[config.mk]
export PLATFORM = sky130hd
export DESIGN_NAME = irpc_top
export DESIGN_NICKNAME = d
export VERILOG_FILES = /design/src/irpc_pkg.sv /design/src/irpc_top.sv
export SDC_FILE = /design/constraint.sdc
export NUM_CORES = 1
export LEC_CHECK = 0
export BUFFER_PORTS_ARGS = -buffer_cell sky130_fd_sc_hd__buf_2
export CAP_MARGIN = 25
export CORE_AREA = 2 2 152 154
export CTS_BUF_LIST = sky130_fd_sc_hd__clkbuf_8
export DETAILED_ROUTE_END_ITERATION = 12
export DIE_AREA = 0 0 154 156
export PLACE_DENSITY = 0.38
export SYNTH_ARGS = -nofsm -noshare
export SYNTH_HDL_FRONTEND = slang
export SYNTH_SLANG_ARGS = --single-unit
[constraint.sdc]
create_clock -name clock -period 4.3 [get_ports clock]
set_input_delay 0.86 -clock clock [delete_from_list [all_inputs] [get_ports clock]]
set_output_delay 0.86 -clock clock [all_outputs]
set_load 0.03 [all_outputs]
[src/irpc_pkg.sv]
// Package for the interrupt, reset and power control block.
// Assumes one 40 MHz clock; shared by the top module and the bench.
package irpc_pkg;
	localparam logic [7:0] OFF_TSC    = 8'h09;
	localparam logic [7:0] OFF_PRESC  = 8'hfd;
	localparam logic [7:0] OFF_TCOUNT = 8'hfe;
	localparam logic [7:0] OFF_CTRL   = 8'h10;
	localparam logic [7:0] OFF_STAT   = 8'h11;
	localparam logic [7:0] OFF_CMD    = 8'h12;
	// timer_status_control fields
	localparam int BIT_ZERO  = 7;
	localparam int BIT_TIE   = 6;
	localparam int BIT_TOUT  = 5;
	localparam int BIT_DOUT  = 4;
	localparam int BIT_PRUN  = 3;
	// ctrl register fields
	localparam int BIT_LEVEL = 0;
	localparam int BIT_DIVLO = 1;
	// cmd register fields (write-one pulses)
	localparam int CMD_DEEP  = 0;
	localparam int CMD_LIGHT = 1;
	localparam int CMD_SVC   = 2;
	localparam int CMD_RTI   = 3;
	localparam int CMD_MCLR  = 4;
	localparam logic [7:0] TSC_RST   = 8'h00;
	localparam logic [6:0] PRESC_RST = 7'h7f;
	localparam logic [7:0] TCNT_RST  = 8'hff;
	localparam logic [7:0] ROM_BLANK = 8'h00;
	localparam logic [11:0] IRQ_VECTOR = 12'hffc;
	localparam logic [11:0] RST_VECTOR = 12'hffe;
	localparam int PHASE_DIV   = 12;
	localparam int POR_CYCLES  = 1920;
	localparam int STAB_CYCLES = 1920;
	localparam int LAT_MAX     = 8;
	typedef enum {PM_RUN, PM_DEEP, PM_STAB, PM_LIGHT} irpc_pm_t;
	typedef enum logic [1:0] {MD_NORMAL, MD_SELF, MD_VERIFY} irpc_mode_t;
	typedef struct packed {
		logic [7:0] address;
		logic       read;
		logic       write;
		logic [7:0] writedata;
	} irpc_bus_req_t;
endpackage

[src/irpc_top.sv]
// Interrupt request, reset, sleep and clock division control.
// Assumes pins already synchronous to clock; Avalon-MM slave, 8-bit data.
//
// Contract
// - Level option checks the live interrupt pin level before starting service.
// - Interrupt mask stays set through power-up until software clears it.
// - Interrupt response within eight machine cycles.
// - Timer request on rising count_zero_flag, by count reaching zero or write.
// - Timer request gated by timer_irq_enable bit 6; reset clears it.
// - Request latch holds one request; a later one overwrites it.
// - Deep sleep stops the oscillator and all processing.
// - Deep sleep keeps timer_status_control and stored data.
// - Deep sleep wakes only on low interrupt or reset pin.
// - Deep sleep exit times a stabilisation delay on the timer.
// - Light sleep gates clock off all logic but the timer.
// - Timer counts in light sleep while prescaler_run is set.
// - Light sleep exits on reset, external or enabled timer interrupt.
// - Unimplemented program ROM reads as zero.
// - Power-on counts 1920 oscillator cycles before releasing reset.
// - Pin still low after power-on delay holds reset.
// - Pin reset needs two low cycles and no delay.
// - Reset loads timer registers, clears latches, flags, loads restart vector.
// - Oscillator divided by 1, 2 or 4 into phase clock.
// - Phase clock divided by twelve into machine cycles.
// - Both interrupts share one vector; count_zero_flag tells them apart.
// - Edge option: low pin sets request latch, tested before each fetch.
//
// Our own choice: the Avalon-MM slave port.
`timescale 1ns/1ps
`default_nettype none
module irpc_top
	import irpc_pkg::*;
#(
	parameter int DIV_SEL    = 1,
	parameter int POR_COUNT  = POR_CYCLES,
	parameter int STAB_COUNT = STAB_CYCLES,
	parameter logic [11:0] ROM_TOP = 12'h7ff
) (
	input  wire logic        clock,
	input  wire logic        resetn,
	input  wire logic [7:0]  avs_address,
	input  wire logic        avs_read,
	input  wire logic        avs_write,
	input  wire logic [7:0]  avs_writedata,
	output logic      [7:0]  avs_readdata,
	output logic             avs_waitrequest,
	input  wire logic        irq_pin_n,
	input  wire logic        reset_pin_n,
	input  wire logic        mode_select_pin,
	input  wire logic        port_a_bit7,
	input  wire logic        port_a_bit6,
	input  wire logic [11:0] rom_addr,
	input  wire logic [7:0]  rom_data,
	output logic      [7:0]  rom_q,
	output logic             osc_enable,
	output logic             cpu_clk_enable,
	output logic             internal_reset,
	output logic             machine_cycle,
	output logic             service_start,
	output logic      [11:0] fetch_vector,
	output logic      [1:0]  test_mode
);
	initial begin
		if (!(DIV_SEL == 1 || DIV_SEL == 2 || DIV_SEL == 4))
			$error("DIV_SEL must be 1, 2 or 4");
		if (POR_COUNT < 1 || POR_COUNT > 65535 || STAB_COUNT < 1 || STAB_COUNT > 65535)
			$error("delay counts out of range");
	end

	// Reset release through two flops
	logic rst_s1, rst_s2;
	always_ff @(posedge clock or negedge resetn) begin
		if (!resetn) begin
			rst_s1 <= 1'b0;
			rst_s2 <= 1'b0;
		end else begin
			rst_s1 <= 1'b1;
			rst_s2 <= rst_s1;
		end
	end
	wire rst_n = rst_s2;

	irpc_bus_req_t req;
	assign req = '{address: avs_address, read: avs_read, write: avs_write,
		writedata: avs_writedata};

	// One wait state on reads, writes in zero
	logic rd_done_reg;
	always_ff @(posedge clock or negedge rst_n) begin
		if (!rst_n) begin
			rd_done_reg <= 1'b0;
		end else begin
			rd_done_reg <= req.read && !rd_done_reg;
		end
	end
	assign avs_waitrequest = req.read && !rd_done_reg;
	wire rd_take = req.read && rd_done_reg;
	wire wr_take = req.write;

	function automatic logic hit(input logic [7:0] a, input logic [7:0] off);
		hit = (a == off);
	endfunction
	wire wr_tsc  = wr_take && hit(req.address, OFF_TSC);
	wire wr_pre  = wr_take && hit(req.address, OFF_PRESC);
	wire wr_tcnt = wr_take && hit(req.address, OFF_TCOUNT);
	wire wr_ctrl = wr_take && hit(req.address, OFF_CTRL);
	wire wr_cmd  = wr_take && hit(req.address, OFF_CMD);
	wire rd_tsc  = rd_take && hit(req.address, OFF_TSC);

	// Reset sequencing: power-on delay, pin reset, strap capture
	logic [15:0] por_cnt_reg;
	logic        por_done_reg;
	logic [1:0]  pin_low_reg;
	irpc_mode_t  mode_reg;
	always_ff @(posedge clock or negedge rst_n) begin
		if (!rst_n) begin
			por_cnt_reg  <= 16'h0000;
			por_done_reg <= 1'b0;
			pin_low_reg  <= 2'b00;
		end else begin
			pin_low_reg <= {pin_low_reg[0], !reset_pin_n};
			if (!por_done_reg) begin
				por_cnt_reg <= por_cnt_reg + 16'h0001;
				if (por_cnt_reg == 16'(POR_COUNT - 1))
					por_done_reg <= 1'b1;
			end
		end
	end
	// Pin reset after two low cycles, held while pin low
	wire pin_rst = &pin_low_reg || (pin_low_reg[0] && !reset_pin_n);
	wire int_rst = !por_done_reg || pin_rst || !reset_pin_n && !por_done_reg;
	assign internal_reset = int_rst || (!reset_pin_n && pin_low_reg[0]);

	// Strap decode while reset is applied
	irpc_mode_t mode_next;
	always_comb begin
		mode_next = mode_reg;
		if (internal_reset) begin
			if (mode_select_pin && port_a_bit7) begin
				mode_next = port_a_bit6 ? MD_VERIFY : MD_SELF;
			end else begin
				mode_next = MD_NORMAL;
			end
		end
	end
	always_ff @(posedge clock or negedge rst_n) begin
		if (!rst_n) begin
			mode_reg <= MD_NORMAL;
		end else begin
			mode_reg <= mode_next;
		end
	end
	assign test_mode = mode_reg;

	// Clock division: phase clock, then machine cycle
	localparam int DW = 2;
	logic [DW-1:0] div_reg;
	logic [3:0]    ph_reg;
	irpc_pm_t      pm_reg;
	wire osc_run   = (pm_reg != PM_DEEP);
	wire phase_tick = osc_run && (div_reg == DW'(DIV_SEL - 1));
	wire mc_tick   = phase_tick && (ph_reg == 4'(PHASE_DIV - 1));
	always_ff @(posedge clock or negedge rst_n) begin
		if (!rst_n) begin
			div_reg <= '0;
			ph_reg  <= 4'h0;
		end else if (osc_run) begin
			div_reg <= phase_tick ? '0 : div_reg + DW'(1);
			if (phase_tick)
				ph_reg <= mc_tick ? 4'h0 : ph_reg + 4'h1;
		end
	end
	assign machine_cycle = mc_tick;
	assign osc_enable    = osc_run;

	// Timer registers
	logic [7:0] tsc_reg, tcnt_reg;
	logic [6:0] pre_reg;
	logic [7:0] ctrl_reg;
	logic [15:0] stab_reg;
	wire tick_en = mc_tick && tsc_reg[BIT_PRUN] && pm_reg != PM_STAB;
	wire pre_wrap = tick_en && (pre_reg == 7'h00);
	wire cnt_zero = pre_wrap && (tcnt_reg == 8'h01) && !wr_tcnt && !wr_pre;
	wire zero_set = cnt_zero || (wr_tsc && req.writedata[BIT_ZERO])
		|| (wr_tcnt && req.writedata == 8'h00);
	wire zero_rd_clr = rd_tsc && tsc_reg[BIT_ZERO];
	wire zero_rise = zero_set && !tsc_reg[BIT_ZERO];
	always_ff @(posedge clock or negedge rst_n) begin
		if (!rst_n) begin
			tsc_reg  <= TSC_RST;
			tcnt_reg <= TCNT_RST;
			pre_reg  <= PRESC_RST;
			ctrl_reg <= 8'h00;
		end else if (internal_reset) begin
			tsc_reg  <= TSC_RST;
			tcnt_reg <= TCNT_RST;
			pre_reg  <= PRESC_RST;
		end else begin
			if (wr_tsc) tsc_reg[6:0] <= req.writedata[6:0];
			// Set wins over read-clear
			if (zero_set) begin
				tsc_reg[BIT_ZERO] <= 1'b1;
			end else if (zero_rd_clr) begin
				tsc_reg[BIT_ZERO] <= 1'b0;
			end
			if (wr_ctrl) begin
				ctrl_reg <= req.writedata;
			end
			// Deep-sleep exit delay uses timer; contents left as counted
			if (wr_pre) pre_reg <= req.writedata[6:0];
			else if (pm_reg == PM_STAB && phase_tick) pre_reg <= pre_reg - 7'h01;
			else if (!tsc_reg[BIT_PRUN]) pre_reg <= PRESC_RST;
			else if (tick_en) pre_reg <= pre_reg - 7'h01;
			if (wr_tcnt) tcnt_reg <= req.writedata;
			else if (pm_reg == PM_STAB && phase_tick && pre_reg == 7'h00)
				tcnt_reg <= tcnt_reg - 8'h01;
			else if (pre_wrap) tcnt_reg <= tcnt_reg - 8'h01;
		end
	end

	// Interrupt latch, mask, service
	logic req_latch_reg, mask_reg, timer_req_reg;
	logic [3:0] wait_mc_reg;
	wire ext_req   = !irq_pin_n;
	wire timer_req = zero_rise && tsc_reg[BIT_TIE];
	wire level_opt = ctrl_reg[BIT_LEVEL];
	wire pending   = level_opt ? (req_latch_reg && ext_req) || timer_req_reg
		: req_latch_reg;
	wire svc_cmd   = wr_cmd && req.writedata[CMD_SVC];
	wire take_irq  = pending && !mask_reg && pm_reg == PM_RUN
		&& (svc_cmd || wait_mc_reg == 4'(LAT_MAX - 1));
	always_ff @(posedge clock or negedge rst_n) begin
		if (!rst_n) begin
			req_latch_reg <= 1'b0;
			timer_req_reg <= 1'b0;
			mask_reg      <= 1'b1;
			wait_mc_reg   <= 4'h0;
		end else if (internal_reset) begin
			req_latch_reg <= 1'b0;
			timer_req_reg <= 1'b0;
			mask_reg      <= 1'b1;
			wait_mc_reg   <= 4'h0;
		end else begin
			// New request sets latch; set wins over the service clear
			if (ext_req || timer_req)
				req_latch_reg <= 1'b1;
			else if (take_irq)
				req_latch_reg <= 1'b0;
			if (timer_req) begin
				timer_req_reg <= 1'b1;
			end else if (take_irq) begin
				timer_req_reg <= 1'b0;
			end
			if (take_irq) mask_reg <= 1'b1;
			else if (wr_cmd && (req.writedata[CMD_RTI] || req.writedata[CMD_MCLR]
				|| req.writedata[CMD_DEEP] || req.writedata[CMD_LIGHT]))
				mask_reg <= 1'b0;
			if (!pending || mask_reg || take_irq) begin
				wait_mc_reg <= 4'h0;
			end else if (mc_tick && pm_reg == PM_RUN) begin
				wait_mc_reg <= wait_mc_reg + 4'h1;
			end
		end
	end
	assign service_start = take_irq;

	// Sleep sequencing
	irpc_pm_t    pm_next;
	logic [15:0] stab_next;
	always_comb begin
		pm_next   = pm_reg;
		stab_next = stab_reg;
		unique case (pm_reg)
			PM_RUN: begin
				if (wr_cmd && req.writedata[CMD_DEEP]) begin
					pm_next = PM_DEEP;
				end else if (wr_cmd && req.writedata[CMD_LIGHT]) begin
					pm_next = PM_LIGHT;
				end
			end
			PM_DEEP: begin
				stab_next = 16'h0000;
				if (ext_req) begin
					pm_next = PM_STAB;
				end
			end
			PM_STAB: begin
				stab_next = stab_reg + 16'h0001;
				if (stab_reg == 16'(STAB_COUNT - 1)) begin
					pm_next = PM_RUN;
				end
			end
			PM_LIGHT: begin
				if (ext_req || timer_req) begin
					pm_next = PM_RUN;
				end
			end
		endcase
	end
	always_ff @(posedge clock or negedge rst_n) begin
		if (!rst_n) begin
			pm_reg   <= PM_RUN;
			stab_reg <= 16'h0000;
		end else if (internal_reset) begin
			pm_reg   <= PM_RUN;
			stab_reg <= 16'h0000;
		end else begin
			pm_reg   <= pm_next;
			stab_reg <= stab_next;
		end
	end
	// Deep sleep stops only the divider via osc_enable; bus and other registers stay clocked
	assign cpu_clk_enable = (pm_reg == PM_RUN) && !internal_reset;
	assign fetch_vector = internal_reset ? RST_VECTOR : IRQ_VECTOR;

	// Program ROM: unimplemented area reads blank
	always_ff @(posedge clock or negedge rst_n) begin
		if (!rst_n) begin
			rom_q <= ROM_BLANK;
		end else begin
			rom_q <= (rom_addr > ROM_TOP) ? ROM_BLANK : rom_data;
		end
	end

	// Register read mux
	logic [7:0] rd_mux;
	always_comb begin
		rd_mux = 8'h00;
		if (hit(req.address, OFF_TSC))    rd_mux = tsc_reg;
		if (hit(req.address, OFF_PRESC))  rd_mux = {1'b0, pre_reg};
		if (hit(req.address, OFF_TCOUNT)) rd_mux = tcnt_reg;
		if (hit(req.address, OFF_CTRL))   rd_mux = ctrl_reg;
		if (hit(req.address, OFF_STAT))
			rd_mux = {mode_reg, 2'(pm_reg), mask_reg, req_latch_reg, timer_req_reg, 1'b0};
	end
	always_ff @(posedge clock or negedge rst_n) begin
		if (!rst_n) begin
			avs_readdata <= 8'h00;
		end else if (req.read && !rd_done_reg) begin
			avs_readdata <= rd_mux;
		end
	end
endmodule // irpc_top
`default_nettype wire

==> results.py <==
metrics = {
    "global_routing": {
        "grt_pass1_wl_microns": 24400,
        "met3_usage_pct": 2.06,
        "grt_max_degree": 73,
        "grt-busiest-layer": "met2",
        "grt_pass1_vias": 4284,
        "antenna_found_initial": 0,
        "grt_usage_pct": 13.1,
        "gr-usage-met1_pct": 18.8,
        "grt_overflow": 0,
        "use_met2_pct": 20.3,
    },
    "power": {
        "power_mw": 1.75,
        "p_leak_nw": 2.74,
        "ir_worst_vdd_uv": 112,
        "power_density_mw_per_mm2": 281,
    },
    "floorplan": {
        "die_h_microns": 156,
        "core_area_sq_mm": 0.0224,
        "initial_core_util_pct": 24.7,
        "rows": 55,
        "die_x_microns": 154,
        "die_area_sq_mm": 0.0240,
        "io_pins": 81,
    },
    "setup_path": {
        "crit_top_cell": "buf_2",
        "crit_required_ns": 3.44,
        "crit_buf_inv": 3,
        "cp-start-kind": "primary input",
        "path_cells": "buf_2 > or4_4 > nor3_1 > o211ai_1 > inv_1 > buf_2",
        "path_delay_family": "simple AND/OR/NAND/NOR gates",
        "cp-end-kind": "primary output",
        "critPathLaunch": "avs_address[2]",
        "worstPathArrival_ns": 2.50,
        "critical_path_class": "in -> out",
        "reg2reg_from": "por_done_reg",
        "path_max_fanout": 4,
        "critPathMaxStageDelay_ns": 0.57,
        "slowest_stage": "or4_4",
    },
    "placed_design": {
        "dp_slack_ns": 0.918,
        "hpwl_microns": 10800,
        "io_buffers": 58,
        "gp_routability_congestion": 0.800,
        "dp.cells": 890,
    },
    "detailed_routing": {
        "vias": 4415,
        "drc": 0,
        "vias_per_cell": 4.86,
        "wirelength_microns": 15100,
        "drt_iter0_drc": 239,
        "ant_nets": 0,
        "wl_per_cell_microns": 16.6,
        "dr.pass1.iters": 5,
    },
    "clock_tree": {
        "cts_buffers": 9,
        "hold_buffers": 0,
        "clk_latency_ns": 0.39,
        "cts_setup_buffers": 0,
        "htreeDepth": 3,
        "clkSinkCount": 102,
        "cts_tree": "yes",
        "cts-root-buf": "clkbuf_8",
        "clk_pin_slew_ns": 0.10,
        "cts-resized-gates": 0,
        "clk_path_buf_depth": 2,
    },
    "synthesis": {
        "ys_seq_area_share_pct": 46.7,
        "syn_area_sq_mm": 0.00551,
        "yosysWarnings": 0,
        "async_reset_ff_share_pct": 100,
        "synth_top_flop_cell": "dfrtp_1",
        "synth-seq-cells": 102,
        "syn_avg_cell_area_sq_um": 9.67,
        "synth-edff-count": 0,
        "yosysUniqueCellTypes": 75,
        "synthCells": 570,
    },
    "cells_and_area": {
        "fillCellCount": 2370,
        "syn_to_final_growth_pct": 13.4,
        "post-route-util_pct": 28.0,
        "antenna-diode-count": 0,
        "drive_gt1_share_pct": 20.2,
        "fin_nets": 672,
        "final_cells": 908,
    },
    "sta": {
        "worstMarginPinSlew_ns": 0.819,
        "rsz0062_at_grt": "no",
        "setup_viol": 0,
        "fin_crit_ns": 3.36,
        "clock_skew_ns": 0.0109,
        "timing.setup.tns_ns": 0,
        "slew_headroom_pct": 45.1,
        "timing.final.ws_setup_ns": 0.942,
        "fin_crit_sh_pct": 78.1,
        "max_freq_ghz": 0.298,
        "maxSlewViolCount": 0,
        "finalHoldViolCount": 0,
    },
    "status": {
        "status": "finished clean",
    },
    "job": {
        "cap_violations": 0,
    },
    "hold_path": {
        "min-delay-path-class": "in -> async",
    },
}
==> layout by cell type (no fill, tap or decap), types with 4 or more instances in the layout <==
master / instances
o21ai_0: 38
a32oi_1: 4
nor3_1: 8
nor2_1: 54
nand4_1: 12
clkbuf_8: 11
o221ai_1: 4
nand3_1: 27
and3_1: 10
o31ai_1: 7
dfstp_2: 16
buf_2: 58
a31oi_1: 9
ha_1: 9
mux2i_1: 8
inv_1: 22
a21oi_1: 26
xor2_1: 11
buf_4: 7
nand2_1: 48
nor4_1: 10
mux2_4: 8
nor2b_1: 20
conb_1: 12
a22o_1: 5
dfrtp_1: 85
xnor2_1: 15
a22oi_1: 4
==> synth_stat cells, types with 14 or more instances <==
library cell / instances / share of area (%)
inv_1: 21 / 1.4
nand2_1: 48 / 3.3
o21ai_0: 38 / 3.4
buf_4: 14 / 1.9
nor2_1: 54 / 3.7
dfrtp_1: 86 / 39
a21oi_1: 26 / 2.4
nor2b_1: 20 / 2.3
dfstp_2: 16 / 7.6
nand3_1: 27 / 2.5
xnor2_1: 15 / 2.4
clkbuf_1: 15 / 1.0
==> stage by stage <==
stage / hold WS, ns / cell area [sq um]
floorplan: 0.331 / 5550
global placement: 0.343 / 6010
detailed placement: 0.343 / 6010
CTS: 0.220 / 6220
global route: 0.220 / 6250
finish: 0.233 / 6250
==> cells by family (layout without fill, tap and decap cells) <==
group / after synthesis / count (layout) / share of synthesized area, %
AO/OA/AOI/OAI: 129 / 129 / 15.4
XOR/XNOR: 26 / 26 / 4.13
adder cells (fa/ha/maj): 10 / 10 / 2.22
buffers and inverters: 60 / 103 / 5.76
flip-flops: 102 / 102 / 46.7
multiplexers: 19 / 19 / 4.24
other: 2 / 12 / 0.136
AND/OR/NAND/NOR: 222 / 222 / 21.5
==> layer usage <==
metal,routed length [microns],part of all wire (%)
met4,176,1.2
met2,6860,45
met1,7590,50
met5,0,0
met3,482,3.2
==> power by group <==
part           internal [mW]  switching, mW
logic                 0.0304         0.0821
registers              0.968        0.00974
clock network          0.302          0.363
==> worst paths after layout <==
kind / endpoint / slack [ns] / cells after the start
setup reg to reg: tcnt_reg[1] / 1.94 / 8
min in group clock: rst_n / 0.37 / 0
setup / recovery: service_start / 0.94 / 6
max in group asynchronous: mask_reg / 2.94 / 2
hold reg to reg: stab_reg[1] / 0.29 / 0
hold / removal: rst_n / 0.23 / 1
==> layout make-up <==
type | instances | area (sq um) | share of cell area, %
Multi-Input combinational cell | 418 | 2660 | 42.6
Sequential cell | 102 | 2580 | 41.2
Timing Repair Buffer | 66 | 370 | 5.92
Tap cell | 285 | 357 | 5.70
Clock buffer | 11 | 151 | 2.42
Inverter | 21 | 78.8 | 1.26
Clock inverter | 5 | 57.6 | 0.921
(Power assumes the default switching activity.)
